$ cat config.mk
export PLATFORM = sky130hd
export DESIGN_NAME = dsz_top
export DESIGN_NICKNAME = d
export VERILOG_FILES = /design/src/hdl/dsz_pkg.sv /design/src/hdl/dsz_top.sv
export VERILOG_INCLUDE_DIRS = /design/src /design/src/hdl
export SDC_FILE = /design/constraint.sdc
export NUM_CORES = 1
export LEC_CHECK = 0
export BUFFER_PORTS_ARGS = -buffer_cell sky130_fd_sc_hd__buf_2
export CAP_MARGIN = 30
export CORE_UTILIZATION = 45
export CTS_CLUSTER_SIZE = 28
export DETAILED_ROUTE_END_ITERATION = 12
export PLACE_DENSITY = 0.7
export SYNTH_ARGS = -nofsm -noshare
export SYNTH_HDL_FRONTEND = slang
export SYNTH_SLANG_ARGS = --single-unit
export TNS_END_PERCENT = 20
$ cat constraint.sdc
create_clock -name hclk -period 1.76 [get_ports hclk]
set_input_delay 0 -clock hclk [delete_from_list [all_inputs] [get_ports hclk]]
set_output_delay 0 -clock hclk [all_outputs]
set_load 0.005 [all_outputs]
$ cat src/hdl/dsz_consts.svh
/*
  Offsets, field positions, reset values and codes of the direction select
  and zero speed detect block. Assumes inclusion by bare name only.
*/
`ifndef DSZ_CONSTS_SVH
`define DSZ_CONSTS_SVH

// ****************************************************************
// Register byte offsets
// ****************************************************************
`define DSZ_OFS_DIR_CFG 8'h00
`define DSZ_OFS_ZS_CFG 8'h04
`define DSZ_OFS_QUAL_TIME 8'h08
`define DSZ_OFS_THRESH 8'h0C
`define DSZ_OFS_VEL_CMD 8'h10
`define DSZ_OFS_STATUS 8'h14
`define DSZ_OFS_INT_STAT 8'h18
`define DSZ_OFS_INT_MASK 8'h1C

// ****************************************************************
// Function codes and limits
// ****************************************************************
`define DSZ_IN_GENERAL_PURPOSE 8'h00
`define DSZ_IN_REV_CLOSED 8'h23
`define DSZ_IN_REV_OPEN 8'h24
`define DSZ_OUT_ZS_CLOSED 8'h21
`define DSZ_OUT_ZS_OPEN 8'h22
`define DSZ_QUAL_MAX 15'h7530
`define DSZ_QUAL_RST 15'h000A
`define DSZ_THR_MIN 16'h0001
`define DSZ_THR_MAX 16'h0014
`define DSZ_THR_RST 16'h0005

// ****************************************************************
// Interrupt bit positions
// ****************************************************************
`define DSZ_EV_ZS_SET 0
`define DSZ_EV_ZS_CLR 1
`define DSZ_EV_DIR 2

`endif

$ cat src/hdl/dsz_pkg.sv
/*
  Types of the direction select and zero speed detect block.
  Assumes nothing of its surroundings.
*/
package dsz_pkg;

  typedef enum logic [0:0] {
    DSZ_BUS_IDLE = 1'b0,
    DSZ_BUS_RDWAIT = 1'b1
  } dsz_bus_state_type;

  typedef struct packed {
    logic rev_active;
    logic dir_ccw;
    logic zero_flag;
  } dsz_status_type;

endpackage

$ cat src/hdl/dsz_top.sv
/*
  Direction select and zero speed detect with an AHB-Lite register slave.
  Assumes a single 100 MHz clock, a one-cycle millisecond tick from the
  device timebase, and inputs synchronous to hclk.
*/
// Our own choices: the AHB-Lite register port and the address map.
`timescale 1ns/10ps
`include "dsz_consts.svh"

module dsz_top #(
  parameter int VEL_W = 16
) (
  input wire logic hclk,
  input wire logic hresetn,
  input wire logic hsel,
  input wire logic [31:0] haddr,
  input wire logic [1:0] htrans,
  input wire logic hwrite,
  input wire logic [2:0] hsize,
  input wire logic [31:0] hwdata,
  input wire logic hready,
  output logic hreadyout,
  output logic hresp,
  output logic [31:0] hrdata,
  input wire logic ms_tick,
  input wire logic signed [VEL_W-1:0] actual_speed,
  input wire logic direction_reverse_input,
  output logic [VEL_W-1:0] speed_magnitude,
  output logic dir_ccw,
  output logic zero_speed_pin,
  output logic irq
);
  import dsz_pkg::*;

  // ****************************************************************
  // Register state
  // ****************************************************************
  logic direction_polarity_setting_q;
  logic [7:0] in_func_q;
  logic [7:0] out_func_q;
  logic [14:0] motion_condition_time_q;
  logic [VEL_W-1:0] zero_speed_threshold_q;
  logic signed [VEL_W-1:0] vel_cmd_q;
  logic [2:0] int_stat_q;
  logic [2:0] int_mask_q;
  dsz_bus_state_type bus_q;
  logic wr_pend_q;
  logic [7:0] addr_q;
  logic hreadyout_q;
  logic [31:0] hrdata_q;
  logic irq_q;

  // ****************************************************************
  // Bus decode
  // ****************************************************************
  logic take;
  logic wr_now;
  logic [31:0] rd_mux;
  logic [2:0] w1c;

  assign take = hsel & htrans[1] & hready;
  assign wr_now = wr_pend_q;
  assign hreadyout = hreadyout_q;
  assign hresp = 1'b0;
  assign hrdata = hrdata_q;
  assign irq = irq_q;

  // Reads take one wait state so that a write just before is visible
  always_ff @(posedge hclk or negedge hresetn) begin
    if (!hresetn) begin
      bus_q <= DSZ_BUS_IDLE;
      wr_pend_q <= 1'b0;
      addr_q <= 8'h00;
      hreadyout_q <= 1'b1;
      hrdata_q <= 32'h0000_0000;
    end else begin
      case (bus_q)
        DSZ_BUS_IDLE: begin
          wr_pend_q <= take & hwrite;
          if (take) begin
            addr_q <= haddr[7:0];
          end
          if (take & ~hwrite) begin
            bus_q <= DSZ_BUS_RDWAIT;
            hreadyout_q <= 1'b0;
          end
        end
        DSZ_BUS_RDWAIT: begin
          hrdata_q <= rd_mux;
          hreadyout_q <= 1'b1;
          bus_q <= DSZ_BUS_IDLE;
        end
        default: begin
          bus_q <= DSZ_BUS_IDLE;
        end
      endcase
    end
  end

  // ****************************************************************
  // Direction logic
  // ****************************************************************
  logic rev_active;
  logic cmd_neg;
  logic [VEL_W-1:0] cmd_mag;
  dsz_status_type status;

  always_comb begin
    if (in_func_q == `DSZ_IN_REV_CLOSED) begin
      rev_active = direction_reverse_input;
    end else if (in_func_q == `DSZ_IN_REV_OPEN) begin
      rev_active = ~direction_reverse_input;
    end else begin
      rev_active = 1'b0;
    end
  end

  assign cmd_neg = vel_cmd_q[VEL_W-1];
  assign cmd_mag = cmd_neg ? VEL_W'(-vel_cmd_q) : VEL_W'(vel_cmd_q);

  // ****************************************************************
  // Zero speed detect
  // ****************************************************************
  logic [VEL_W-1:0] abs_speed;
  logic below;
  logic above;
  logic [14:0] qual_cnt_q;
  logic zero_flag_q;
  logic dir_ccw_q;
  logic zero_speed_pin_q;
  logic [VEL_W-1:0] speed_magnitude_q;

  assign abs_speed = actual_speed[VEL_W-1] ? VEL_W'(-actual_speed) : VEL_W'(actual_speed);
  assign below = abs_speed < zero_speed_threshold_q;
  assign above = abs_speed > zero_speed_threshold_q;

  // No gating by mode or enable: detection runs every cycle
  always_ff @(posedge hclk or negedge hresetn) begin
    if (!hresetn) begin
      qual_cnt_q <= 15'h0000;
    end else if (!below) begin
      qual_cnt_q <= 15'h0000;
    end else if (ms_tick && qual_cnt_q != `DSZ_QUAL_MAX) begin
      qual_cnt_q <= qual_cnt_q + 15'h0001;
    end
  end

  always_ff @(posedge hclk or negedge hresetn) begin
    if (!hresetn) begin
      zero_flag_q <= 1'b0;
    end else if (above) begin
      zero_flag_q <= 1'b0;
    end else if (below && qual_cnt_q >= motion_condition_time_q) begin
      zero_flag_q <= 1'b1;
    end
  end

  always_ff @(posedge hclk or negedge hresetn) begin
    if (!hresetn) begin
      dir_ccw_q <= 1'b0;
      speed_magnitude_q <= '0;
    end else begin
      dir_ccw_q <= direction_polarity_setting_q ^ cmd_neg ^ rev_active;
      speed_magnitude_q <= cmd_mag;
    end
  end

  // Unassigned output stays open: pin level 0 means open contact
  always_ff @(posedge hclk or negedge hresetn) begin
    if (!hresetn) begin
      zero_speed_pin_q <= 1'b0;
    end else if (out_func_q == `DSZ_OUT_ZS_CLOSED) begin
      zero_speed_pin_q <= zero_flag_q;
    end else if (out_func_q == `DSZ_OUT_ZS_OPEN) begin
      zero_speed_pin_q <= ~zero_flag_q;
    end else begin
      zero_speed_pin_q <= 1'b0;
    end
  end

  assign dir_ccw = dir_ccw_q;
  assign speed_magnitude = speed_magnitude_q;
  assign zero_speed_pin = zero_speed_pin_q;
  assign status = '{rev_active: rev_active, dir_ccw: dir_ccw_q, zero_flag: zero_flag_q};

  // ****************************************************************
  // Configuration registers
  // ****************************************************************
  always_ff @(posedge hclk or negedge hresetn) begin
    if (!hresetn) begin
      direction_polarity_setting_q <= 1'b0;
      in_func_q <= `DSZ_IN_GENERAL_PURPOSE;
      out_func_q <= 8'h00;
      motion_condition_time_q <= `DSZ_QUAL_RST;
      zero_speed_threshold_q <= VEL_W'(`DSZ_THR_RST);
      vel_cmd_q <= '0;
      int_mask_q <= 3'h0;
    end else if (wr_now) begin
      if (addr_q == `DSZ_OFS_DIR_CFG) begin
        direction_polarity_setting_q <= hwdata[0];
        in_func_q <= hwdata[15:8];
      end else if (addr_q == `DSZ_OFS_ZS_CFG) begin
        out_func_q <= hwdata[7:0];
      end else if (addr_q == `DSZ_OFS_QUAL_TIME) begin
        // Values beyond the range are clamped, not wrapped
        motion_condition_time_q <= (hwdata[31:0] > 32'(`DSZ_QUAL_MAX)) ?
          `DSZ_QUAL_MAX : hwdata[14:0];
      end else if (addr_q == `DSZ_OFS_THRESH) begin
        if (hwdata[31:0] < 32'(`DSZ_THR_MIN)) begin
          zero_speed_threshold_q <= VEL_W'(`DSZ_THR_MIN);
        end else if (hwdata[31:0] > 32'(`DSZ_THR_MAX)) begin
          zero_speed_threshold_q <= VEL_W'(`DSZ_THR_MAX);
        end else begin
          zero_speed_threshold_q <= hwdata[VEL_W-1:0];
        end
      end else if (addr_q == `DSZ_OFS_VEL_CMD) begin
        vel_cmd_q <= hwdata[VEL_W-1:0];
      end else if (addr_q == `DSZ_OFS_INT_MASK) begin
        int_mask_q <= hwdata[2:0];
      end
    end
  end

  // ****************************************************************
  // Interrupts
  // ****************************************************************
  logic zero_flag_d1_q;
  logic dir_d1_q;
  logic [2:0] ev;

  always_ff @(posedge hclk or negedge hresetn) begin
    if (!hresetn) begin
      zero_flag_d1_q <= 1'b0;
      dir_d1_q <= 1'b0;
    end else begin
      zero_flag_d1_q <= zero_flag_q;
      dir_d1_q <= dir_ccw_q;
    end
  end

  always_comb begin
    ev = 3'h0;
    ev[`DSZ_EV_ZS_SET] = zero_flag_q & ~zero_flag_d1_q;
    ev[`DSZ_EV_ZS_CLR] = ~zero_flag_q & zero_flag_d1_q;
    ev[`DSZ_EV_DIR] = dir_ccw_q ^ dir_d1_q;
  end

  assign w1c = (wr_now && addr_q == `DSZ_OFS_INT_STAT) ? hwdata[2:0] : 3'h0;

  // A new event outranks a clear in the same cycle
  always_ff @(posedge hclk or negedge hresetn) begin
    if (!hresetn) begin
      int_stat_q <= 3'h0;
      irq_q <= 1'b0;
    end else begin
      int_stat_q <= (int_stat_q & ~w1c) | ev;
      irq_q <= |(((int_stat_q & ~w1c) | ev) & int_mask_q);
    end
  end

  // ****************************************************************
  // Read mux
  // ****************************************************************
  always_comb begin
    rd_mux = 32'h0000_0000;
    if (addr_q == `DSZ_OFS_DIR_CFG) begin
      rd_mux = {16'h0000, in_func_q, 7'h00, direction_polarity_setting_q};
    end else if (addr_q == `DSZ_OFS_ZS_CFG) begin
      rd_mux = {24'h00_0000, out_func_q};
    end else if (addr_q == `DSZ_OFS_QUAL_TIME) begin
      rd_mux = {17'h0_0000, motion_condition_time_q};
    end else if (addr_q == `DSZ_OFS_THRESH) begin
      rd_mux = 32'(zero_speed_threshold_q);
    end else if (addr_q == `DSZ_OFS_VEL_CMD) begin
      rd_mux = 32'(unsigned'(vel_cmd_q));
    end else if (addr_q == `DSZ_OFS_STATUS) begin
      rd_mux = {29'h0000_0000, status};
    end else if (addr_q == `DSZ_OFS_INT_STAT) begin
      rd_mux = {29'h0000_0000, int_stat_q};
    end else if (addr_q == `DSZ_OFS_INT_MASK) begin
      rd_mux = {29'h0000_0000, int_mask_q};
    end
  end

  // ****************************************************************
  // Checks
  // ****************************************************************
  dir_combine_a: assert property (@(posedge hclk) disable iff (!hresetn)
    dir_ccw_q == $past(direction_polarity_setting_q ^ cmd_neg ^ rev_active))
    else $error("direction does not match polarity, sign and reverse");

  sign_only_a: assert property (@(posedge hclk) disable iff (!hresetn)
    (in_func_q == `DSZ_IN_GENERAL_PURPOSE) |=>
      (dir_ccw_q == $past(direction_polarity_setting_q ^ cmd_neg)))
    else $error("direction not set by polarity and command sign alone");

  rev_closed_a: assert property (@(posedge hclk) disable iff (!hresetn)
    (in_func_q == `DSZ_IN_REV_CLOSED) |=>
      (dir_ccw_q == $past(direction_polarity_setting_q ^ cmd_neg ^ direction_reverse_input)))
    else $error("closed-active reverse input misread");

  rev_open_a: assert property (@(posedge hclk) disable iff (!hresetn)
    (in_func_q == `DSZ_IN_REV_OPEN) |=>
      (dir_ccw_q == $past(direction_polarity_setting_q ^ cmd_neg ^ !direction_reverse_input)))
    else $error("open-active reverse input misread");

  flag_clear_a: assert property (@(posedge hclk) disable iff (!hresetn)
    above |=> !zero_flag_q)
    else $error("zero speed flag held above threshold");

  flag_qualify_a: assert property (@(posedge hclk) disable iff (!hresetn)
    $rose(zero_flag_q) |-> $past(below) && $past(qual_cnt_q) >= $past(motion_condition_time_q))
    else $error("zero speed flag set before qualify time");

  count_restart_a: assert property (@(posedge hclk) disable iff (!hresetn)
    !below |=> (qual_cnt_q == 15'h0000))
    else $error("qualify counter not restarted");

  pin_polarity_a: assert property (@(posedge hclk) disable iff (!hresetn)
    (out_func_q == `DSZ_OUT_ZS_OPEN) && $stable(out_func_q) |=>
      (zero_speed_pin_q == !$past(zero_flag_q)))
    else $error("open-active zero speed pin misdriven");

  thr_range_a: assert property (@(posedge hclk) disable iff (!hresetn)
    zero_speed_threshold_q >= `DSZ_THR_MIN && zero_speed_threshold_q <= `DSZ_THR_MAX)
    else $error("threshold out of range");

  magnitude_a: assert property (@(posedge hclk) disable iff (!hresetn)
    ##1 speed_magnitude_q == $past(cmd_mag))
    else $error("speed magnitude does not follow command");

endmodule

==> report_table.html <==
<table>
<tr><th>Metric</th><th>Value</th></tr>
<tr><th colspan="2">Timing</th></tr>
<tr><td>Clock Skews</td><td>0.00642 ns</td></tr>
<tr><td>Top achievable clock speed</td><td>0.454 GHz</td></tr>
<tr><td>Count of endpoints failing setup in the final report</td><td>96</td></tr>
<tr><td>Final clock period utilization by the worst path</td><td>125%</td></tr>
<tr><td>Setup TNS</td><td>-16.41 ns</td></tr>
<tr><td>Unrepaired setup endpoints after global routing</td><td>yes</td></tr>
<tr><td>Number of hold violations in the final report</td><td>0</td></tr>
<tr><td>Number of pins with negative max-slew slack in the final report</td><td>0</td></tr>
<tr><td>Tmin final</td><td>2.20 ns</td></tr>
<tr><td>Relative slew margins</td><td>42.7%</td></tr>
<tr><td>Final setup margin</td><td>-0.443 ns</td></tr>
<tr><td>Post-Route Hold Slack</td><td>0.0289 ns</td></tr>
<tr><td>Pin slew with the least headroom to its limit</td><td>0.860 ns</td></tr>
<tr><th colspan="2">Route</th></tr>
<tr><td>Total via count in the routed design</td><td>6279</td></tr>
<tr><td>Number of search-and-repair iterations in the first detailed-routing pass</td><td>5</td></tr>
<tr><td>Post-DR wirelength/cell</td><td>16.7 um</td></tr>
<tr><td>Via density</td><td>5.39</td></tr>
<tr><td>Detailed Route Iter0 Violations</td><td>424</td></tr>
<tr><td>Remaining design rule violation count</td><td>0</td></tr>
<tr><td>Total Routed Length</td><td>19500 um</td></tr>
<tr><td>Antenna violation net count after detailed routing</td><td>0</td></tr>
<tr><th colspan="2">Logic synthesis</th></tr>
<tr><td>Mapped Cells</td><td>715</td></tr>
<tr><td>Cell type with the highest aggregate area in the netlist</td><td>dfrtp_1</td></tr>
<tr><td>Proportion of synthesized chip area in sequential cells</td><td>46.1%</td></tr>
<tr><td>Syn avg cell area</td><td>10.2 sq um</td></tr>
<tr><td>Cell area after synthesis</td><td>0.00729 sq mm</td></tr>
<tr><td>Number of register bits inferred by synthesis</td><td>134</td></tr>
<tr><td>Synth Flop Type</td><td>dfrtp_1</td></tr>
<tr><td>Synth top area share</td><td>44.3%</td></tr>
<tr><td>Dominant cells by area after synthesis</td><td>dfrtp_1, mux2_2, ha_1, xnor2_1, nand2_1</td></tr>
<tr><td>Count of cell types in the netlist</td><td>64</td></tr>
<tr><td>Proportion of synthesized flip-flops having asynchronous set or reset</td><td>100%</td></tr>
<tr><td>Syn. warnings</td><td>0</td></tr>
<tr><td>EDFF count, synth</td><td>0</td></tr>
<tr><th colspan="2">Power and ir drop</th></tr>
<tr><td>Overall power</td><td>0.00896 W</td></tr>
<tr><td>Pwr Density</td><td>897 mW/mm^2</td></tr>
<tr><td>Leakage power summed over all cells</td><td>4.60 nW</td></tr>
<tr><td>Largest vdd supply drop</td><td>0.690 mV</td></tr>
<tr><th colspan="2">Finish</th></tr>
<tr><td>Most used cells in the layout excluding fill and tap cells</td><td>dfrtp_1, buf_2, buf_4</td></tr>
<tr><td># nets final</td><td>1063</td></tr>
<tr><td>Layout cell share with drive strength beyond 1</td><td>36.9%</td></tr>
<tr><td>Layout filler cell count</td><td>1246</td></tr>
<tr><td>Most common cell after layout, fill and taps aside</td><td>dfrtp_1</td></tr>
<tr><td>Post-synthesis to final-layout area growth</td><td>37.0%</td></tr>
<tr><td>Number of antenna diodes</td><td>0</td></tr>
<tr><td>Area of all placed cells without fillers</td><td>0.00998 sq mm</td></tr>
<tr><th colspan="2">Critical path</th></tr>
<tr><td>Critical path origin</td><td>actual_speed[2]</td></tr>
<tr><td>Worst path cell trace</td><td>buf_6, or3_4, nor3_4, nand3_1, o31ai_2, xnor2_1, ha_1, nand3_2, nor3_2, a221o_1, a211o_1, buf_6, nor2_1</td></tr>
<tr><td>Slowest stage delay, CP</td><td>0.39 ns</td></tr>
<tr><td>CP endpoint kind</td><td>flop</td></tr>
<tr><td>Maximum net fanout on the critical path</td><td>9</td></tr>
<tr><td>Startpoint of the worst register-to-register path</td><td>addr_q[5]$_DFFE_PN0P_</td></tr>
<tr><td>Worst endpoint data arrival time</td><td>2.55 ns</td></tr>
<tr><td>Crit-path slowest cell</td><td>or3_4</td></tr>
<tr><td>Req. time, crit path</td><td>2.10 ns</td></tr>
<tr><td>Crit-path most repeated cell</td><td>buf_6</td></tr>
<tr><td>Type of origin of the critical path</td><td>input port</td></tr>
<tr><td>Worst setup path category</td><td>input port to flop</td></tr>
<tr><th colspan="2">Status</th></tr>
<tr><td>Status</td><td>finished with violations</td></tr>
<tr><td>Violations in the final reports</td><td>negative setup slack</td></tr>
<tr><th colspan="2">Floorplanning</th></tr>
<tr><td>Die outline width</td><td>129 um</td></tr>
<tr><td>Area of the die</td><td>0.0167 sq mm</td></tr>
<tr><td>Starting Density</td><td>46.0%</td></tr>
<tr><td>Number of top-level pins</td><td>145</td></tr>
<tr><td>Height of the die</td><td>129 um</td></tr>
<tr><td>Number of core rows</td><td>46</td></tr>
<tr><td>Placeable core area</td><td>0.0158 sq mm</td></tr>
<tr><th colspan="2">Hold path</th></tr>
<tr><td>Critical hold path startpoint</td><td>hwdata[4]</td></tr>
<tr><td>Path category of the worst min-delay check</td><td>input port to flop</td></tr>
<tr><th colspan="2">Global route</th></tr>
<tr><td>Pin count of the biggest net entering global routing</td><td>69</td></tr>
<tr><td>Initial antenna violation count</td><td>1</td></tr>
<tr><td>Wire length of the first global-routing pass</td><td>31100 um</td></tr>
<tr><td>Vias in the first global route</td><td>6177</td></tr>
<tr><td>Tot GR Track Use</td><td>24.2%</td></tr>
<tr><td>Total congestion overflow after global routing</td><td>0</td></tr>
<tr><th colspan="2">Clock network</th></tr>
<tr><td>Worst-Skew Late Latency</td><td>0.42 ns</td></tr>
<tr><td>Maximum number of buffers from clock root to sink</td><td>2</td></tr>
<tr><td>Total number of clock tree sinks</td><td>134</td></tr>
<tr><td>CTS tree</td><td>yes</td></tr>
<tr><td>Root buffer cell</td><td>clkbuf_16</td></tr>
<tr><td>Maximum level of the CTS H-tree</td><td>4</td></tr>
<tr><td>Reg clk slew, reported paths</td><td>0.06 ns</td></tr>
<tr><td>Number of buffers added by the clock tree synthesis step</td><td>17</td></tr>
<tr><th colspan="2">Placed design</th></tr>
<tr><td>Placed instance area</td><td>0.00875 sq mm</td></tr>
<tr><td>Quantity of I/O buffers inserted on ports</td><td>99</td></tr>
<tr><td>Pre-CTS WS</td><td>-1.07 ns</td></tr>
<tr><td>Final weighted congestion in routability-driven placement</td><td>0.865</td></tr>
<tr><td>Sum of net half-perimeters after detailed placement</td><td>13900 um</td></tr>
<tr><th colspan="2">Flow run</th></tr>
<tr><td>Total of max-cap violations</td><td>0</td></tr>
</table>
flip-flops by register name, indices dropped and copies added, names as in the netlist:
| signal | count |
|---|---|
| int_stat_q | 3 |
| bus_q | 1 |
| int_mask_q | 3 |
| motion_condition_time_q | 15 |
| addr_q | 8 |
| zero_flag_d1_q | 1 |
| zero_speed_threshold_q | 16 |
| zero_speed_pin | 1 |
| wr_now | 1 |
| dir_d1_q | 1 |
| in_func_q | 8 |
| direction_polarity_setting_q | 1 |
| zero_flag_q | 1 |
| hrdata | 16 |
| vel_cmd_q | 16 |
| speed_magnitude | 16 |
| irq | 1 |
| out_func_q | 8 |
| qual_cnt_q | 15 |
| hreadyout | 1 |
| dir_ccw | 1 |
critical path, delay by kind of cell:
kind            cells  cell delay [ns]
simple gates        6             0.99
compound gates      3             0.89
fa+ha+maj           1             0.26
buf+inv             2             0.25
xor+xnor            1             0.16
cells by family (layout without fill, tap and decap cells):
group                    Yosys count  after routing  share of synthesized area (%)
AND/OR/NAND/NOR                  211            212                           14.5
AO/OA/AOI/OAI                    138            138                           13.6
flip-flops                       134            134                           46.1
buffers and inverters            100            317                           6.18
multiplexers                      53             53                           8.43
XOR/XNOR                          43             43                           5.17
adder cells (fa/ha/maj)           35             35                           6.01
other                              1             17                         0.0515
where the power goes:
| part | switching (W) | leakage [nW] | internal (W) |
|---|---|---|---|
| registers | 0.000210 | 1.63 | 0.00335 |
| clock network | 0.00140 | 0.300 | 0.00238 |
| logic | 0.000811 | 2.67 | 0.000817 |
metrics by stage:
| stage | utilization, % | instances |
|---|---|---|
| 6_report | 63.1 | 1165 |
| 5_1_grt | 63.1 | 1165 |
| 4_1_cts | 62.0 | 1161 |
| 3_5_place_dp | 55.3 | 1106 |
| 3_3_place_gp | 55.3 | 1106 |
| 2_1_floorplan | - | 731 |
layout make-up:
class	count	area (sq um)	area share, %
multi-input cells	498	3850	38.6
flip-flops and latches	134	3360	33.6
repair buffers	232	1670	16.8
clock buffers	17	425	4.26
well taps	216	270	2.71
clock inverters	15	201	2.02
inverters	53	199	1.99
what timing repair did:
item,in CTS,in global routing
hold endpoints to repair,180,0
hold buffers,22,0
gates cloned,1,0
pin swaps,15,9
endpoints found under the setup margin,105,105
setup buffers,0,4
resized for setup,51,26
synth_stat cells (3+ instances only):
cell and number:
o41ai_1 4, a22oi_1 7, o31ai_1 6, dfstp_2 5, nand2_1 59, dfrtp_1 129
nor2b_1 3, o211ai_1 5, o21ai_0 34, nand4_1 12, and3_1 4, nand3_1 19
a21o_1 6, nor4_1 14, or3_1 4, mux2i_1 4, nand2b_1 5, a31oi_1 4
a21oi_1 21, a22o_1 17, nor3_1 8, or4_1 5, buf_2 5, clkbuf_1 21
buf_4 18, mux2_2 46, nor2_1 59, xnor2_1 41, inv_1 53, o22ai_1 5
ha_1 35, a2bb2oi_1 14
per-layer routing:
metal / vias up / wire [um] / track usage (%)
li1: 2974 / - / -
met1: 3055 / 8530 / 31.1
met2: 213 / 9490 / 40.5
met3: 37 / 1010 / 4.54
met4: 0 / 482 / 9.62
met5: - / 0 / 0
worst paths after layout:
| kind | to | slack (ns) | depth (start not counted) |
|---|---|---|---|
| worst max-delay path | qual_cnt_q[2]$_DFFE_PN0P_ | -0.44 | 13 |
| worst min-delay path | out_func_q[4]$_DFFE_PN0P_ | 0.03 | 3 |
| worst max register to register | motion_condition_time_q[3]$_DFFE_PN1P_ | -0.25 | 7 |
| worst min register to register | hreadyout$_DFFE_PN1P_ | 0.49 | 2 |
| max in group asynchronous | zero_speed_threshold_q[2]$_DFFE_PN1P_ | 0.96 | 3 |
| min in group asynchronous | vel_cmd_q[2]$_DFFE_PN0P_ | 0.06 | 2 |
No activity file was read; power rests on OpenSTA's default activity.
